<file path="config.mk">
export PLATFORM = sky130hd
export DESIGN_NAME = fcdr_top
export DESIGN_NICKNAME = d
export VERILOG_FILES = /design/src/hdl/fcdr_pkg.sv /design/src/hdl/fcdr_top.sv
export SDC_FILE = /design/constraint.sdc
export NUM_CORES = 1
export LEC_CHECK = 0
export ABC_AREA = 1
export BUFFER_PORTS_ARGS = -buffer_cell sky130_fd_sc_hd__clkbuf_2
export CORE_ASPECT_RATIO = 1.1
export CORE_MARGIN = 10
export CORE_UTILIZATION = 45
export DETAILED_ROUTE_END_ITERATION = 8
export PLACE_DENSITY = 0.65
export SYNTH_ARGS = -nofsm -noshare
export SYNTH_HDL_FRONTEND = slang
export SYNTH_SLANG_ARGS = --single-unit
export TNS_END_PERCENT = 5
</file>
<file path="constraint.sdc">
create_clock -name clk_i -period 2.7 [get_ports clk_i]
set_input_delay 0.27 -clock clk_i [delete_from_list [all_inputs] [get_ports clk_i]]
set_output_delay 0.27 -clock clk_i [all_outputs]
set_load 0.03 [all_outputs]
</file>
<file path="src/hdl/fcdr_pkg.sv">
// package: constants and types for the fsk clock and data recovery block
package fcdr_pkg;
  // ==========================================================
  // timing
  localparam int CLK_PERIOD_NS = 10;
  localparam int BIT_TIME_NS = 200;
  localparam int ONESHOT_NS = 75; // 75% of a half bit
  localparam int BIT_CYC = BIT_TIME_NS / CLK_PERIOD_NS;
  localparam int ONESHOT_CYC = (ONESHOT_NS + CLK_PERIOD_NS - 1) / CLK_PERIOD_NS;
  localparam int QUARTER_CYC = BIT_CYC / 4;
  localparam int WIN_MARGIN = QUARTER_CYC / 2;
  // loop aligns on the reference rise, two cycles after the line edge that made it
  localparam int EDGE_LAT = 2;
  localparam int WIN1_LO = QUARTER_CYC - WIN_MARGIN - EDGE_LAT;
  localparam int WIN1_HI = QUARTER_CYC + WIN_MARGIN - EDGE_LAT;
  localparam int WIN3_LO = 3 * QUARTER_CYC - WIN_MARGIN - EDGE_LAT;
  localparam int WIN3_HI = 3 * QUARTER_CYC + WIN_MARGIN - EDGE_LAT;
  localparam int BLANK_BITS = 17;
  localparam int ND_SLIP_RUN = 3;
  localparam int BUF_DEPTH = 2;
  // ==========================================================
  // symbols
  typedef enum logic [2:0] {
    FCDR_SILENCE,
    FCDR_ONE,
    FCDR_ZERO,
    FCDR_ND_FIRST,
    FCDR_ND_SECOND,
    FCDR_BAD_SIGNAL
  } fcdr_sym_t;
endpackage

</file>
<file path="src/hdl/fcdr_top.sv">
// module: fsk edge pulse stage, digital phase loop, window decoder and output buffer
`timescale 1ns/1ps
module fcdr_top (
  input wire logic clk_i,
  input wire logic reset_i,
  input wire logic limited_rx_signal_i,
  input wire logic carrier_detect_i,
  input wire logic sym_ready_i,
  output logic pulse_width_monitor_o,
  output logic pump_up_n_o,
  output logic pump_down_n_o,
  output logic recovered_bit_clock_o,
  output logic sym_valid_o,
  output logic [2:0] sym_o,
  output logic overflow_o
);
  // ==========================================================
  // edge pulse stage and reference selection
  logic rx_prev, next_rx_prev;
  logic [3:0] os_cnt, next_os_cnt;
  logic ref_div2, next_ref_div2;
  logic [4:0] loc_cnt, next_loc_cnt;
  logic ref_prev, next_ref_prev;
  logic rx_edge, ref_clk, ref_rise;

  assign rx_edge = limited_rx_signal_i ^ rx_prev;

  // a busy one-shot ignores edges so the higher tone is masked
  always_comb begin
    next_rx_prev = limited_rx_signal_i;
    next_os_cnt = os_cnt;
    next_ref_div2 = ref_div2;
    if (os_cnt != 4'h0) begin
      next_os_cnt = os_cnt - 4'h1;
    end else if (rx_edge) begin
      next_os_cnt = 4'(fcdr_pkg::ONESHOT_CYC);
      next_ref_div2 = ~ref_div2;
    end
    // local oscillator divided down to the bit rate
    next_loc_cnt = (loc_cnt == 5'(fcdr_pkg::BIT_CYC - 1)) ? 5'h00 : loc_cnt + 5'h01;
    next_ref_prev = ref_clk;
  end

  assign ref_clk = carrier_detect_i ? ref_div2 : (loc_cnt < 5'(fcdr_pkg::BIT_CYC / 2));
  assign ref_rise = ref_clk & ~ref_prev;

  always_ff @(posedge clk_i) begin
    if (reset_i) begin
      rx_prev <= limited_rx_signal_i; // no false edge on release
      os_cnt <= 4'h0;
      ref_div2 <= 1'b0;
      loc_cnt <= 5'h00;
      ref_prev <= 1'b0;
    end else begin
      rx_prev <= next_rx_prev;
      os_cnt <= next_os_cnt;
      ref_div2 <= next_ref_div2;
      loc_cnt <= next_loc_cnt;
      ref_prev <= next_ref_prev;
    end
  end

  // ==========================================================
  // multivibrator, divide-by-4 feedback and phase detector
  logic [2:0] nco_cnt, next_nco_cnt;
  logic [1:0] fb_q, next_fb_q;
  logic up, next_up;
  logic dn, next_dn;
  logic tick, fb_rise;
  logic [2:0] nco_period;

  // up shortens a quarter; down holds the count, so a feedback lead has no dead zone
  always_comb begin
    nco_period = 3'(fcdr_pkg::QUARTER_CYC);
    if (up) begin
      nco_period = 3'(fcdr_pkg::QUARTER_CYC - 1);
    end
  end

  assign tick = ~dn & (nco_cnt >= nco_period - 3'h1);
  assign fb_rise = tick & (fb_q == 2'h1);

  always_comb begin
    next_nco_cnt = dn ? nco_cnt : (tick ? 3'h0 : nco_cnt + 3'h1);
    next_fb_q = tick ? fb_q + 2'h1 : fb_q;
    next_up = up;
    next_dn = dn;
    // edges together mean zero phase error: neither pump fires
    if (ref_rise && fb_rise) begin
      next_up = 1'b0;
      next_dn = 1'b0;
    end else if (ref_rise) begin
      next_up = ~dn;
      next_dn = 1'b0;
    end else if (fb_rise) begin
      next_dn = ~up;
      next_up = 1'b0;
    end
  end

  always_ff @(posedge clk_i) begin
    if (reset_i) begin
      nco_cnt <= 3'h0;
      fb_q <= 2'h0;
      up <= 1'b0;
      dn <= 1'b0;
    end else begin
      nco_cnt <= next_nco_cnt;
      fb_q <= next_fb_q;
      up <= next_up;
      dn <= next_dn;
    end
  end

  // ==========================================================
  // window decoder, blanking, pairing and slip
  logic [1:0] slip_ofs, next_slip_ofs;
  logic win1, next_win1;
  logic win3, next_win3;
  logic nd_pend, next_nd_pend;
  logic [1:0] nd_run, next_nd_run;
  logic [4:0] blank_cnt, next_blank_cnt;
  logic cd_prev, next_cd_prev;
  logic [1:0] bitq;
  logic [4:0] bit_pos;
  logic bit_end, push;
  fcdr_pkg::fcdr_sym_t sym_new;
  fcdr_pkg::fcdr_sym_t raw;

  assign bitq = fb_q + slip_ofs;
  assign bit_pos = 5'(bitq) * 5'(fcdr_pkg::QUARTER_CYC) + 5'(nco_cnt);
  assign bit_end = tick & (bitq == 2'h3);

  always_comb begin
    next_win1 = win1;
    next_win3 = win3;
    next_slip_ofs = slip_ofs;
    next_nd_pend = nd_pend;
    next_nd_run = nd_run;
    next_blank_cnt = blank_cnt;
    next_cd_prev = carrier_detect_i;
    sym_new = fcdr_pkg::FCDR_SILENCE;
    push = 1'b0;
    // edges seen inside each window mark the bit
    if (rx_edge && bit_pos >= 5'(fcdr_pkg::WIN1_LO) && bit_pos < 5'(fcdr_pkg::WIN1_HI)) begin
      next_win1 = 1'b1;
    end
    if (rx_edge && bit_pos >= 5'(fcdr_pkg::WIN3_LO) && bit_pos < 5'(fcdr_pkg::WIN3_HI)) begin
      next_win3 = 1'b1;
    end
    case ({win1, win3})
      2'b00: raw = fcdr_pkg::FCDR_ONE;
      2'b11: raw = fcdr_pkg::FCDR_ZERO;
      2'b10: raw = fcdr_pkg::FCDR_ND_FIRST;
      2'b01: raw = fcdr_pkg::FCDR_ND_SECOND;
      default: raw = fcdr_pkg::FCDR_BAD_SIGNAL;
    endcase
    if (carrier_detect_i && !cd_prev) begin
      next_blank_cnt = 5'(fcdr_pkg::BLANK_BITS);
    end
    if (bit_end) begin
      push = 1'b1;
      next_win1 = 1'b0;
      next_win3 = 1'b0;
      if (blank_cnt != 5'h00 && !(carrier_detect_i && !cd_prev)) begin
        next_blank_cnt = blank_cnt - 5'h01;
      end
      if (!carrier_detect_i || blank_cnt != 5'h00 || !cd_prev) begin
        sym_new = fcdr_pkg::FCDR_SILENCE;
        next_nd_pend = 1'b0;
        next_nd_run = 2'h0;
      end else if ((raw == fcdr_pkg::FCDR_ND_FIRST || raw == fcdr_pkg::FCDR_ND_SECOND)
                   && nd_run == 2'(fcdr_pkg::ND_SLIP_RUN - 1)) begin
        // bit clock is half a bit off: slip and resync the pairing
        next_slip_ofs = slip_ofs + 2'h2;
        next_nd_run = 2'h0;
        next_nd_pend = 1'b0;
        sym_new = fcdr_pkg::FCDR_SILENCE;
      end else begin
        next_nd_run = (raw == fcdr_pkg::FCDR_ND_FIRST || raw == fcdr_pkg::FCDR_ND_SECOND) ? nd_run + 2'h1 : 2'h0;
        sym_new = raw;
        next_nd_pend = (raw == fcdr_pkg::FCDR_ND_FIRST);
        // pairing relies on the sender keeping halves in order
        if (nd_pend && raw != fcdr_pkg::FCDR_ND_SECOND) begin
          sym_new = fcdr_pkg::FCDR_BAD_SIGNAL;
        end else if (!nd_pend && raw == fcdr_pkg::FCDR_ND_SECOND) begin
          sym_new = fcdr_pkg::FCDR_BAD_SIGNAL;
        end
      end
    end
  end

  always_ff @(posedge clk_i) begin
    if (reset_i) begin
      slip_ofs <= 2'h0;
      win1 <= 1'b0;
      win3 <= 1'b0;
      nd_pend <= 1'b0;
      nd_run <= 2'h0;
      blank_cnt <= 5'h00;
      cd_prev <= 1'b0;
    end else begin
      slip_ofs <= next_slip_ofs;
      win1 <= next_win1;
      win3 <= next_win3;
      nd_pend <= next_nd_pend;
      nd_run <= next_nd_run;
      blank_cnt <= next_blank_cnt;
      cd_prev <= next_cd_prev;
    end
  end

  // ==========================================================
  // two-entry symbol buffer
  logic [2:0] buf_mem [fcdr_pkg::BUF_DEPTH];
  logic [2:0] next_buf_mem [fcdr_pkg::BUF_DEPTH];
  logic wr_idx, next_wr_idx;
  logic rd_idx, next_rd_idx;
  logic [1:0] count, next_count;
  logic ovf, next_ovf;
  logic in_ready, do_wr, do_rd;

  // a stream cannot stall, so a word refused when full is flagged
  assign in_ready = (count != 2'(fcdr_pkg::BUF_DEPTH));
  assign do_wr = push & in_ready;
  assign do_rd = sym_valid_o & sym_ready_i;

  always_comb begin
    next_buf_mem = buf_mem;
    next_wr_idx = wr_idx;
    next_rd_idx = rd_idx;
    next_count = count;
    next_ovf = ovf | (push & ~in_ready); // sticky until reset
    if (do_wr) begin
      next_buf_mem[wr_idx] = sym_new;
      next_wr_idx = ~wr_idx;
    end
    if (do_rd) begin
      next_rd_idx = ~rd_idx;
    end
    if (do_wr && !do_rd) begin
      next_count = count + 2'h1;
    end else if (do_rd && !do_wr) begin
      next_count = count - 2'h1;
    end
  end

  always_ff @(posedge clk_i) begin
    if (reset_i) begin
      buf_mem[0] <= 3'h0;
      buf_mem[1] <= 3'h0;
      wr_idx <= 1'b0;
      rd_idx <= 1'b0;
      count <= 2'h0;
      ovf <= 1'b0;
    end else begin
      buf_mem <= next_buf_mem;
      wr_idx <= next_wr_idx;
      rd_idx <= next_rd_idx;
      count <= next_count;
      ovf <= next_ovf;
    end
  end

  // ==========================================================
  // outputs
  assign sym_valid_o = (count != 2'h0);
  assign sym_o = buf_mem[rd_idx];
  assign overflow_o = ovf;
  assign pulse_width_monitor_o = (os_cnt != 4'h0);
  assign pump_up_n_o = ~up;
  assign pump_down_n_o = ~dn;
  assign recovered_bit_clock_o = ~bitq[1];
endmodule // fcdr_top

</file>
Word level (Yosys, flattened, before mapping) --
Cells that the tools add are included. W data, S select, Z words.
Operators by class: $add $sub $neg 12, multipliers 1, div/mod/pow operators 0, magnitude comparators 9, eq/ne operators 11, shift operators 0, multiplexer cells 30, bitwise gates (word level) 21, reduce and logical (&&, ||, !) cells 35
Operators by type and width (number):
- $mux W3 | 10
- $mux W5 | 3
- $logic_and A1 B1 Y1 | 13
- $pmux W3 S4 | 1
- $lt A5 B4 Y1 const B | 2
- $mux W2 | 5
- $not A1 Y1 | 10
- $eq A2 B2 Y1 const B | 4
- $mux W4 | 2
- $reduce_bool A2 Y1 | 4
- $and A1 B1 Y1 | 7
- $mux W1 | 7
- $add A2 B1 Y2 const B | 3
- $bwmux W6 | 1
- $logic_not A1 Y1 | 6
- $reduce_or A2 Y1 | 3
- $add A5 B1 Y5 const B | 1
- $add A5 B3 Y5 | 1
- $eq A5 B5 Y1 const B | 1
- $ge A5 B1 Y1 const B | 1
- $ge A5 B4 Y1 const B | 1
- $lt A5 B3 Y1 const B | 1
- $mul A2 B3 Y5 const B | 1
- $reduce_bool A5 Y1 | 1
- 25 further kinds | 30
Word-level totals: register bits after elaboration 43, latch bits 0, memory bits (writable) 0, bits in read-only memories 0, bits of input ports 5, output and inout port bits 9, word-level logic and storage cells 141, memories 0

Depth between registers and ports, before layout --
Gate-level depths: netlist of run 1.
word-level depth 11, depth in mapped cells 15, gate-level depth less buffers 15

Least setup slack after synthesis of run 1 --
OpenSTA, ideal clock, no wires.
path type reg2reg, start point register up, end point register count[1], library setup time 0.122 ns, data arrival time 2.045 ns, data required time 2.578 ns, slack 0.533 ns, stages on the path, launching flop included 16, path buffers 0, period minus slack after synthesis 2.167 ns, cells stage by stage dfxtp_1 -> inv_1 -> ha_1 -> nand2_1 -> inv_1 -> nand2_1 -> nand2_2 -> nand2_4 -> nor2_8 -> nand2_1 -> inv_1 -> ha_1 -> a21oi_1 -> o21ai_0 -> o21ai_0 -> a21oi_1
Between the ends: cells in the longest elaborated chain, start to end 10, elaborated cells between the ends (all ways) 12, classes of those cells add/sub: 1; order compare: 1; mux: 3; bitwise: 3; reduce/logical: 4
RTL lines:
- start, declared | RTL line fcdr_top.sv:67 | logic up, next_up;
- start signal, assigned | RTL line fcdr_top.sv:110 | up <= next_up;
- $mux W1 (*) | RTL line fcdr_top.sv:75 | if (up) begin
- $sub A3 B1 Y3 (*) | RTL line fcdr_top.sv:80 | assign tick = ~dn & (nco_cnt >= nco_period - 3'h1);
- $ge A3 B3 Y1 (*) | RTL line fcdr_top.sv:80
- $and A1 B1 Y1 (*) | RTL line fcdr_top.sv:80
- $and A1 B1 Y1 (*) | RTL line fcdr_top.sv:132 | assign bit_end = tick & (bitq == 2'h3);
- $mux W1 (*) | RTL line fcdr_top.sv:161 | if (bit_end) begin
- $and A1 B1 Y1 (*) | RTL line fcdr_top.sv:225 | assign do_wr = push & in_ready;
- named net do_wr | RTL line fcdr_top.sv:221 | logic in_ready, do_wr, do_rd;
- $logic_not A1 Y1 | RTL line fcdr_top.sv:243 | end else if (do_rd && !do_wr) begin
- $logic_and A1 B1 Y1 | RTL line fcdr_top.sv:243
- $reduce_bool A2 Y1 (no source line)
- end signal, assigned | RTL line fcdr_top.sv:260 | count <= next_count;
- end, declared | RTL line fcdr_top.sv:219 | logic [1:0] count, next_count;
The timed path passes the listed nets; every way through them passes the cells marked *. A chain may end at the register's enable or synchronous reset.

Final worst setup path of run 1 --
start point register nco_cnt[0], end point register count[1]
Between the ends: cells in the longest elaborated chain, start to end 8, elaborated cells between the ends (all ways) 10, classes of those cells order compare: 1; mux: 2; bitwise: 3; reduce/logical: 4
RTL lines:
- start, declared | RTL line fcdr_top.sv:65 | logic [2:0] nco_cnt, next_nco_cnt;
- start signal, assigned | RTL line fcdr_top.sv:108 | nco_cnt <= next_nco_cnt;
- $ge A3 B3 Y1 (*) | RTL line fcdr_top.sv:80
- $and A1 B1 Y1 (*) | RTL line fcdr_top.sv:80
- $and A1 B1 Y1 (*) | RTL line fcdr_top.sv:132
- $mux W1 (*) | RTL line fcdr_top.sv:161
- $and A1 B1 Y1 (*) | RTL line fcdr_top.sv:225
- named net do_wr | RTL line fcdr_top.sv:221
- $logic_not A1 Y1 | RTL line fcdr_top.sv:243
- $logic_and A1 B1 Y1 | RTL line fcdr_top.sv:243
- $reduce_bool A2 Y1 (no source line)
Marked as above.

==> results of run 1 <==
==> cell usage after synthesis <==
library cell,number
nor2_8,1
nand3_4,3
nand3b_1,1
nand2_1,54
o21ai_0,18
nor2_4,1
nand3_2,1
a211oi_1,1
inv_1,47
inv_2,1
or2_1,1
nand3b_2,1
a21oi_1,22
nor2_1,37
fa_1,1
clkinv_1,1
clkbuf_1,3
nor3b_1,1
o211ai_1,1
xor2_1,6
a31oi_1,3
nand2_4,4
xnor2_1,2
dfxtp_1,42
ha_1,20
clkinv_4,1
nand3_1,13
clkbuf_8,1
nand4_1,2
nand2_2,1
nor3_1,5
a21o_1,2
nor2_2,1
nor3_2,1
==> stage by stage <==
stage / hold WS, ns / instance area [sq um]
2_1_floorplan: 0.2977 / 2286
3_3_place_gp: 0.3994 / 2399
3_5_place_dp: 0.4002 / 2399
4_1_cts: 0.07316 / 2489
5_1_grt: 0.08983 / 2489
6_report: 0.08633 / 2489
==> state kept, by name, indices dropped and copies added (netlist names) <==
name	count
slip_ofs	1
fb_q	2
win1	1
loc_cnt	5
overflow_o	1
dn	1
nco_cnt	3
os_cnt	4
wr_idx	1
ref_prev	1
blank_cnt	5
up	1
nd_run	2
buf_mem	6
nd_pend	1
ref_div2	1
win3	1
rx_prev	1
count	2
rd_idx	1
cd_prev	1
==> worst reg2reg max path: stages, from the launching register on <==
cell and delay (ns):
dfxtp_1 0.39, inv_1 0.07, ha_1 0.28, inv_1 0.04, nand2_1 0.05, nand2_1 0.06, nand2_2 0.10, nand2_4 0.09
nor2_8 0.18, nand2_1 0.10, inv_1 0.07, ha_1 0.24, a21oi_1 0.11, o21ai_0 0.11, o21ai_0 0.15, a21oi_1 0.05
==> per-layer routing <==
metal	up-vias	global-route usage	wire length, um
li1	985	-	-
met4	0	0.03989	68
met3	8	0.03445	228
met1	816	0.1217	1917
met2	40	0.1754	1927
met5	-	0	0
==> worst paths after layout <==
kind	startpoint	end	slack, ns	cells after the start
worst max register to register	nco_cnt[0]	count[1]	0.50	15
worst min-delay path	limited_rx_signal_i	rx_prev	0.09	1
worst min register to register	loc_cnt[0]	loc_cnt[0]	0.46	1
worst max-delay path	nco_cnt[0]	count[1]	0.50	15
==> cell type report <==
cell class / count / area share
Clock inverter: 3 / 0.008547
Clock buffer: 5 / 0.02765
Timing Repair Buffer: 13 / 0.02614
Sequential cell: 42 / 0.3379
Tap cell: 58 / 0.02916
Multi-Input combinational cell: 204 / 0.4932
Inverter: 50 / 0.07743
==> power groups by stage <==
stage / logic (mW) / registers (mW) / clock network (mW)
floorplan: 0.655 / 0.811 / 0
global placement: 0.782 / 0.834 / 0
detailed placement: 0.801 / 0.838 / 0
CTS: 0.805 / 0.825 / 0.438
global route: 0.913 / 0.842 / 0.455
finish: 0.791 / 0.821 / 0.413
==> cells in the final DEF (no fill, tap or decap), types with 2 or more instances in the layout <==
cell type,n
nand4_1,2
nand3_1,13
a21oi_1,22
clkbuf_2,13
ha_1,20
clkinv_4,2
nor3_1,5
nand2_4,4
o21ai_0,18
dfxtp_1,42
nand2_1,54
a21o_1,2
inv_1,47
xnor2_1,2
nor2_1,37
xor2_1,6
a31oi_1,3
clkbuf_8,5
nand3_4,3
==> cell families after synthesis <==
logic type,after synthesis,synth area share
AOI/OAI and AO/OA,47,0.1089
xor gates and xnor gates,8,0.03065
adders and majority gates,21,0.1182
buffers and inverters,54,0.09523
DFF,42,0.3678
and+or+nand+nor,128,0.2791
==> results.sh, run 1 <==
export IMPL_vias=1849
export IMPL_cts_root_buffer="clkbuf_8"
export IMPL_rsz0062_at_grt="false"
export IMPL_core_area_sq_mm=0.004966
export IMPL_fp_dieArea_sq_mm=0.008334
export IMPL_clk_pin_slew_ns=0.09
export IMPL_power_density_mw_per_mm2=813.7
export IMPL_final_cell_count_no_fill=375
export IMPL_grt_overflow=0
export IMPL_worstMarginPinSlew_ns=0.6989
export IMPL_synth_cell_types=34
export IMPL_pwr_share_clk=0.204
export IMPL_cpMaxStageDelayCell="dfxtp_1"
export IMPL_critPathTopFamily="simple AND/OR/NAND/NOR gates"
export IMPL_track_usage=0.1051
export IMPL_yosys_top_cells_area="dfxtp_1, ha_1, nand2_1"
export IMPL_clkLatencyLatePin_ns=0.30
export IMPL_diodes=0
export IMPL_internal_power_mw=1.185
export IMPL_cts_sinks=42
export IMPL_cts_tree="yes"
export IMPL_cp_max_fo=8
export IMPL_antenna_found_initial=0
export IMPL_cts_resized=0
export IMPL_slew_violations=0
export IMPL_fp_dieH_um=94.75
export IMPL_grt_pass1_wl_mm=7.196
export IMPL_cts_setup_buffers=0
export IMPL_fin_ws_ns=0.4959
export IMPL_wl_per_cell_um=11.04
export IMPL_gp_congestion=0.7227
export IMPL_dp_slack_ns=0.5014
export IMPL_die_x_um=87.96
export IMPL_drc=0
export IMPL_ir_worst_vdd_uv=395.0
export IMPL_ys_ff_latch=42
export IMPL_synth_warnings=0
export IMPL_synth_top_area_share=0.3678
export IMPL_wirelength_mm=4.141
export IMPL_p_leak_nw=1.202
export IMPL_cp_arrival_ns=2.39
export IMPL_clock_path_buffers=2
export IMPL_rows=27
export IMPL_max_freq_mhz=453.7
export IMPL_cts_made_buffers=5
export IMPL_timing_final_crit_share=0.8164
export IMPL_io_buffers=13
export IMPL_htreeDepth=2
export IMPL_cts_hold_buffers=0
export IMPL_path_class="flop to flop"
export IMPL_slew_headroom=0.5335
export IMPL_drive_gt1_frac=0.1167
export IMPL_post_route_util=0.5011
export IMPL_slowest_delay_ns=0.39
export IMPL_multi_input_area_sq_mm=0.001227
export IMPL_postSynthCellCount=300
export IMPL_hold_viol=0
export IMPL_regArea_sq_um=840.8
export IMPL_skew_ns=0.01107
export IMPL_setup_tns_final_ns=0
export IMPL_grt_max_degree=23
export IMPL_grt_pass1_vias=1710
export IMPL_drt_iter0_markers=73
export IMPL_min_path_type="input pin to flop"
export IMPL_crit_buf_inv=3
export IMPL_p_total_mw=2.025
export IMPL_critPathLaunchType="flop"
export IMPL_ys_seq_area_frac=0.3678
export IMPL_status="complete, no violations"
export IMPL_viasPerCell=4.931
export IMPL_required_ns=2.88
export IMPL_p_sw_frac=0.4150
export IMPL_firstDrtPassIters=6
export IMPL_start_util=0.4603
export IMPL_final_antenna_net_count=0
export IMPL_drv_cap=0
export IMPL_boundaryPins=14
export IMPL_nets=342
export IMPL_dpl_hpwl_mm=3.094
export IMPL_final_setup_viol_count=0
export IMPL_num_fill_cells=493
export IMPL_dp_cells=367
export IMPL_netlist_area_sq_mm=0.002286
export IMPL_syn_num_nets=326
export IMPL_path_cells="inv_1, ha_1, inv_1, nand2_1, nand2_1, nand2_2, nand2_4, nor2_8, nand2_1, inv_1, ha_1, a21oi_1, o21ai_0, o21ai_0, a21oi_1"
export IMPL_min_period_ns=2.204
export IMPL_switchingPower_uw=840.4
export IMPL_p_seq_frac=0.406
export IMPL_yosysTopAreaCell="dfxtp_1"
export IMPL_syn_area_per_cell_sq_um=7.620
export IMPL_syn_to_final_growth_pct=8.867
export IMPL_endpoint_kind="flop"
export IMPL_p_comb_frac=0.391
Power figures use the tool's default switching activity.
==> inputs of run 2 (changes only) <==
==> constraint.sdc (replaced) <==
create_clock -name clk_i -period 2.2 [get_ports clk_i]
set_input_delay 0.22 -clock clk_i [delete_from_list [all_inputs] [get_ports clk_i]]
set_output_delay 0.22 -clock clk_i [all_outputs]
set_load 0.03 [all_outputs]
==> run 2 against run 1 <==
Clock-buffer cell count increased by 1. Sequential cell count unchanged. Clock skew decreased by 0.0064 ns. Routed wire length decreased by 0.58%. Setup slack got worse by 0.37 ns. Largest cell class unchanged.
==> results.sh, run 2 (synthesis gave the netlist of run 1 again) <==
export IMPL_status="complete, no violations"
export IMPL_path_class="flop to flop"
export IMPL_fp_dieH_um=94.75
export IMPL_nets=348
export IMPL_rsz0062_at_grt="true"
export IMPL_drt_iter0_markers=61
export IMPL_reg2reg_depth=10
export IMPL_drive_gt1_frac=0.1486
export IMPL_required_ns=2.44
export IMPL_p_leak_nw=1.231
export IMPL_cp_arrival_ns=2.32
export IMPL_critPathLaunchType="flop"
export IMPL_gp_congestion=0.7383
export IMPL_htreeDepth=2
export IMPL_final_setup_viol_count=0
export IMPL_ir_worst_vdd_uv=534.7
export IMPL_io_buffers=13
export IMPL_clock_path_buffers=2
export IMPL_fin_area_sq_mm=0.002544
export IMPL_grt_pass1_vias=1789
export IMPL_cts_tree="yes"
export IMPL_switchingPower_mw=1.037
export IMPL_fp_dieArea_sq_mm=0.008334
export IMPL_cp_max_fo=3
export IMPL_hold_viol=0
export IMPL_skew_ns=0.004631
export IMPL_core_area_sq_mm=0.004966
export IMPL_largest_reg_flops=6
export IMPL_drc=0
export IMPL_clkLatencyLatePin_ns=0.30
export IMPL_min_period_ns=2.077
export IMPL_cts_root_buffer="clkbuf_8"
export IMPL_syn_to_final_growth_pct=11.28
export IMPL_grt_overflow=0
export IMPL_worstMarginPinSlew_ns=0.2925
export IMPL_layout_common_cells="nand2_1, inv_1, dfxtp_1"
export IMPL_vias=1834
export IMPL_layout_commonest_cell="nand2_1"
export IMPL_cts_sinks=42
export IMPL_grt_pass1_wl_mm=7.258
export IMPL_top_regs="buf_mem: 6 flops, blank_cnt: 5 flops, loc_cnt: 5 flops"
export IMPL_clk_pin_slew_ns=0.08
export IMPL_top_register="buf_mem"
export IMPL_p_comb_frac=0.398
export IMPL_cts_made_buffers=5
export IMPL_final_antenna_net_count=0
export IMPL_antenna_found_initial=0
export IMPL_drv_cap=0
export IMPL_grt_max_degree=16
export IMPL_hold_ws_ns=0.04111
export IMPL_die_x_um=87.96
export IMPL_slew_headroom=0.8035
export IMPL_timing_final_crit_share=0.9440
export IMPL_cts_hold_buffers=0
export IMPL_dpl_hpwl_mm=3.143
export IMPL_max_freq_mhz=481.5
export IMPL_pwr_share_clk=0.209
export IMPL_diodes=0
export IMPL_p_seq_frac=0.393
export IMPL_place_area_sq_mm=0.002436
export IMPL_boundaryPins=14
export IMPL_wl_per_cell_um=10.81
export IMPL_firstDrtPassIters=4
export IMPL_min_path_cells=1
export IMPL_viasPerCell=4.814
export IMPL_start_util=0.4603
export IMPL_power_density_mw_per_mm2=1004
export IMPL_endpoint_kind="flop"
export IMPL_min_path_type="input pin to flop"
export IMPL_wirelength_mm=4.117
export IMPL_internal_power_mw=1.516
export IMPL_rows=27
export IMPL_slew_violations=0
export IMPL_p_sw_frac=0.4062
export IMPL_track_usage=0.1056
## run 2: changes by cell type in the layout (fill, tap and decap cells not counted), sizes merged
cell,before,now
clkbuf,18,19
clkinv,4,3
buf,0,6
## run 2: stage by stage
step | util | worst slack, ns | power (mW) | TNS (ns) | instances
after floorplan | - | 0.03279 | 1.799 | 0 | 300
after global placement | 0.4906 | 0.1238 | 2.003 | 0 | 372
after detailed placement | 0.4906 | 0.06589 | 2.024 | 0 | 372
after CTS | 0.5097 | 0.06329 | 2.561 | 0 | 380
after global routing | 0.5122 | -0.007907 | 2.765 | -0.007907 | 381
final | 0.5122 | 0.1233 | 2.554 | 0 | 381
## run 2: final timing paths
check | start | end | slack, ns
hold reg to reg | ref_div2 | ref_div2 | 0.45
hold / removal | limited_rx_signal_i | rx_prev | 0.04
setup / recovery | slip_ofs[1] | win3 | 0.12
setup reg to reg | slip_ofs[1] | win3 | 0.12
## run 2: cell type report
class,instances,area [sq um]
fill,503,2422
inverter,50,192.7
tap,58,72.57
sequential,42,843.3
multi-input combinational,204,1230
timing repair buffer,19,110.1
clock inverter,2,12.51
clock buffer,6,82.58
## run 2: critical path, cell delays in order (launching register included)
cell      delay [ns]
dfxtp_1         0.35
nand2_1         0.09
nand2_4         0.09
clkinv_4        0.06
ha_1            0.27
ha_2            0.16
inv_1           0.05
fa_1            0.55
xor2_1          0.15
nand4_1         0.10
a21oi_1         0.14
## run 2: what timing repair did
action | CTS | global route
endpoints found under the setup margin | 0 | 3
resized for setup | 0 | 7
buffers inserted | 0 | 1
## run 2: power by group through the flow
| stage | clock network [mW] | logic (mW) | registers, mW |
|---|---|---|---|
| floorplan | 0 | 0.804 | 0.995 |
| global placement | 0 | 0.985 | 1.02 |
| detailed placement | 0 | 1.01 | 1.02 |
| CTS | 0.549 | 1.01 | 1.00 |
| global route | 0.571 | 1.17 | 1.02 |
| finish | 0.533 | 1.02 | 1.00 |
## run 2: metal layers
layer  track usage  vias up  part of all wire
li1              -      998                 -
met1        0.1220      806              0.49
met2        0.1778       22              0.46
met3       0.02412        8             0.038
met4       0.05319        0             0.018
met5             0        -                 0
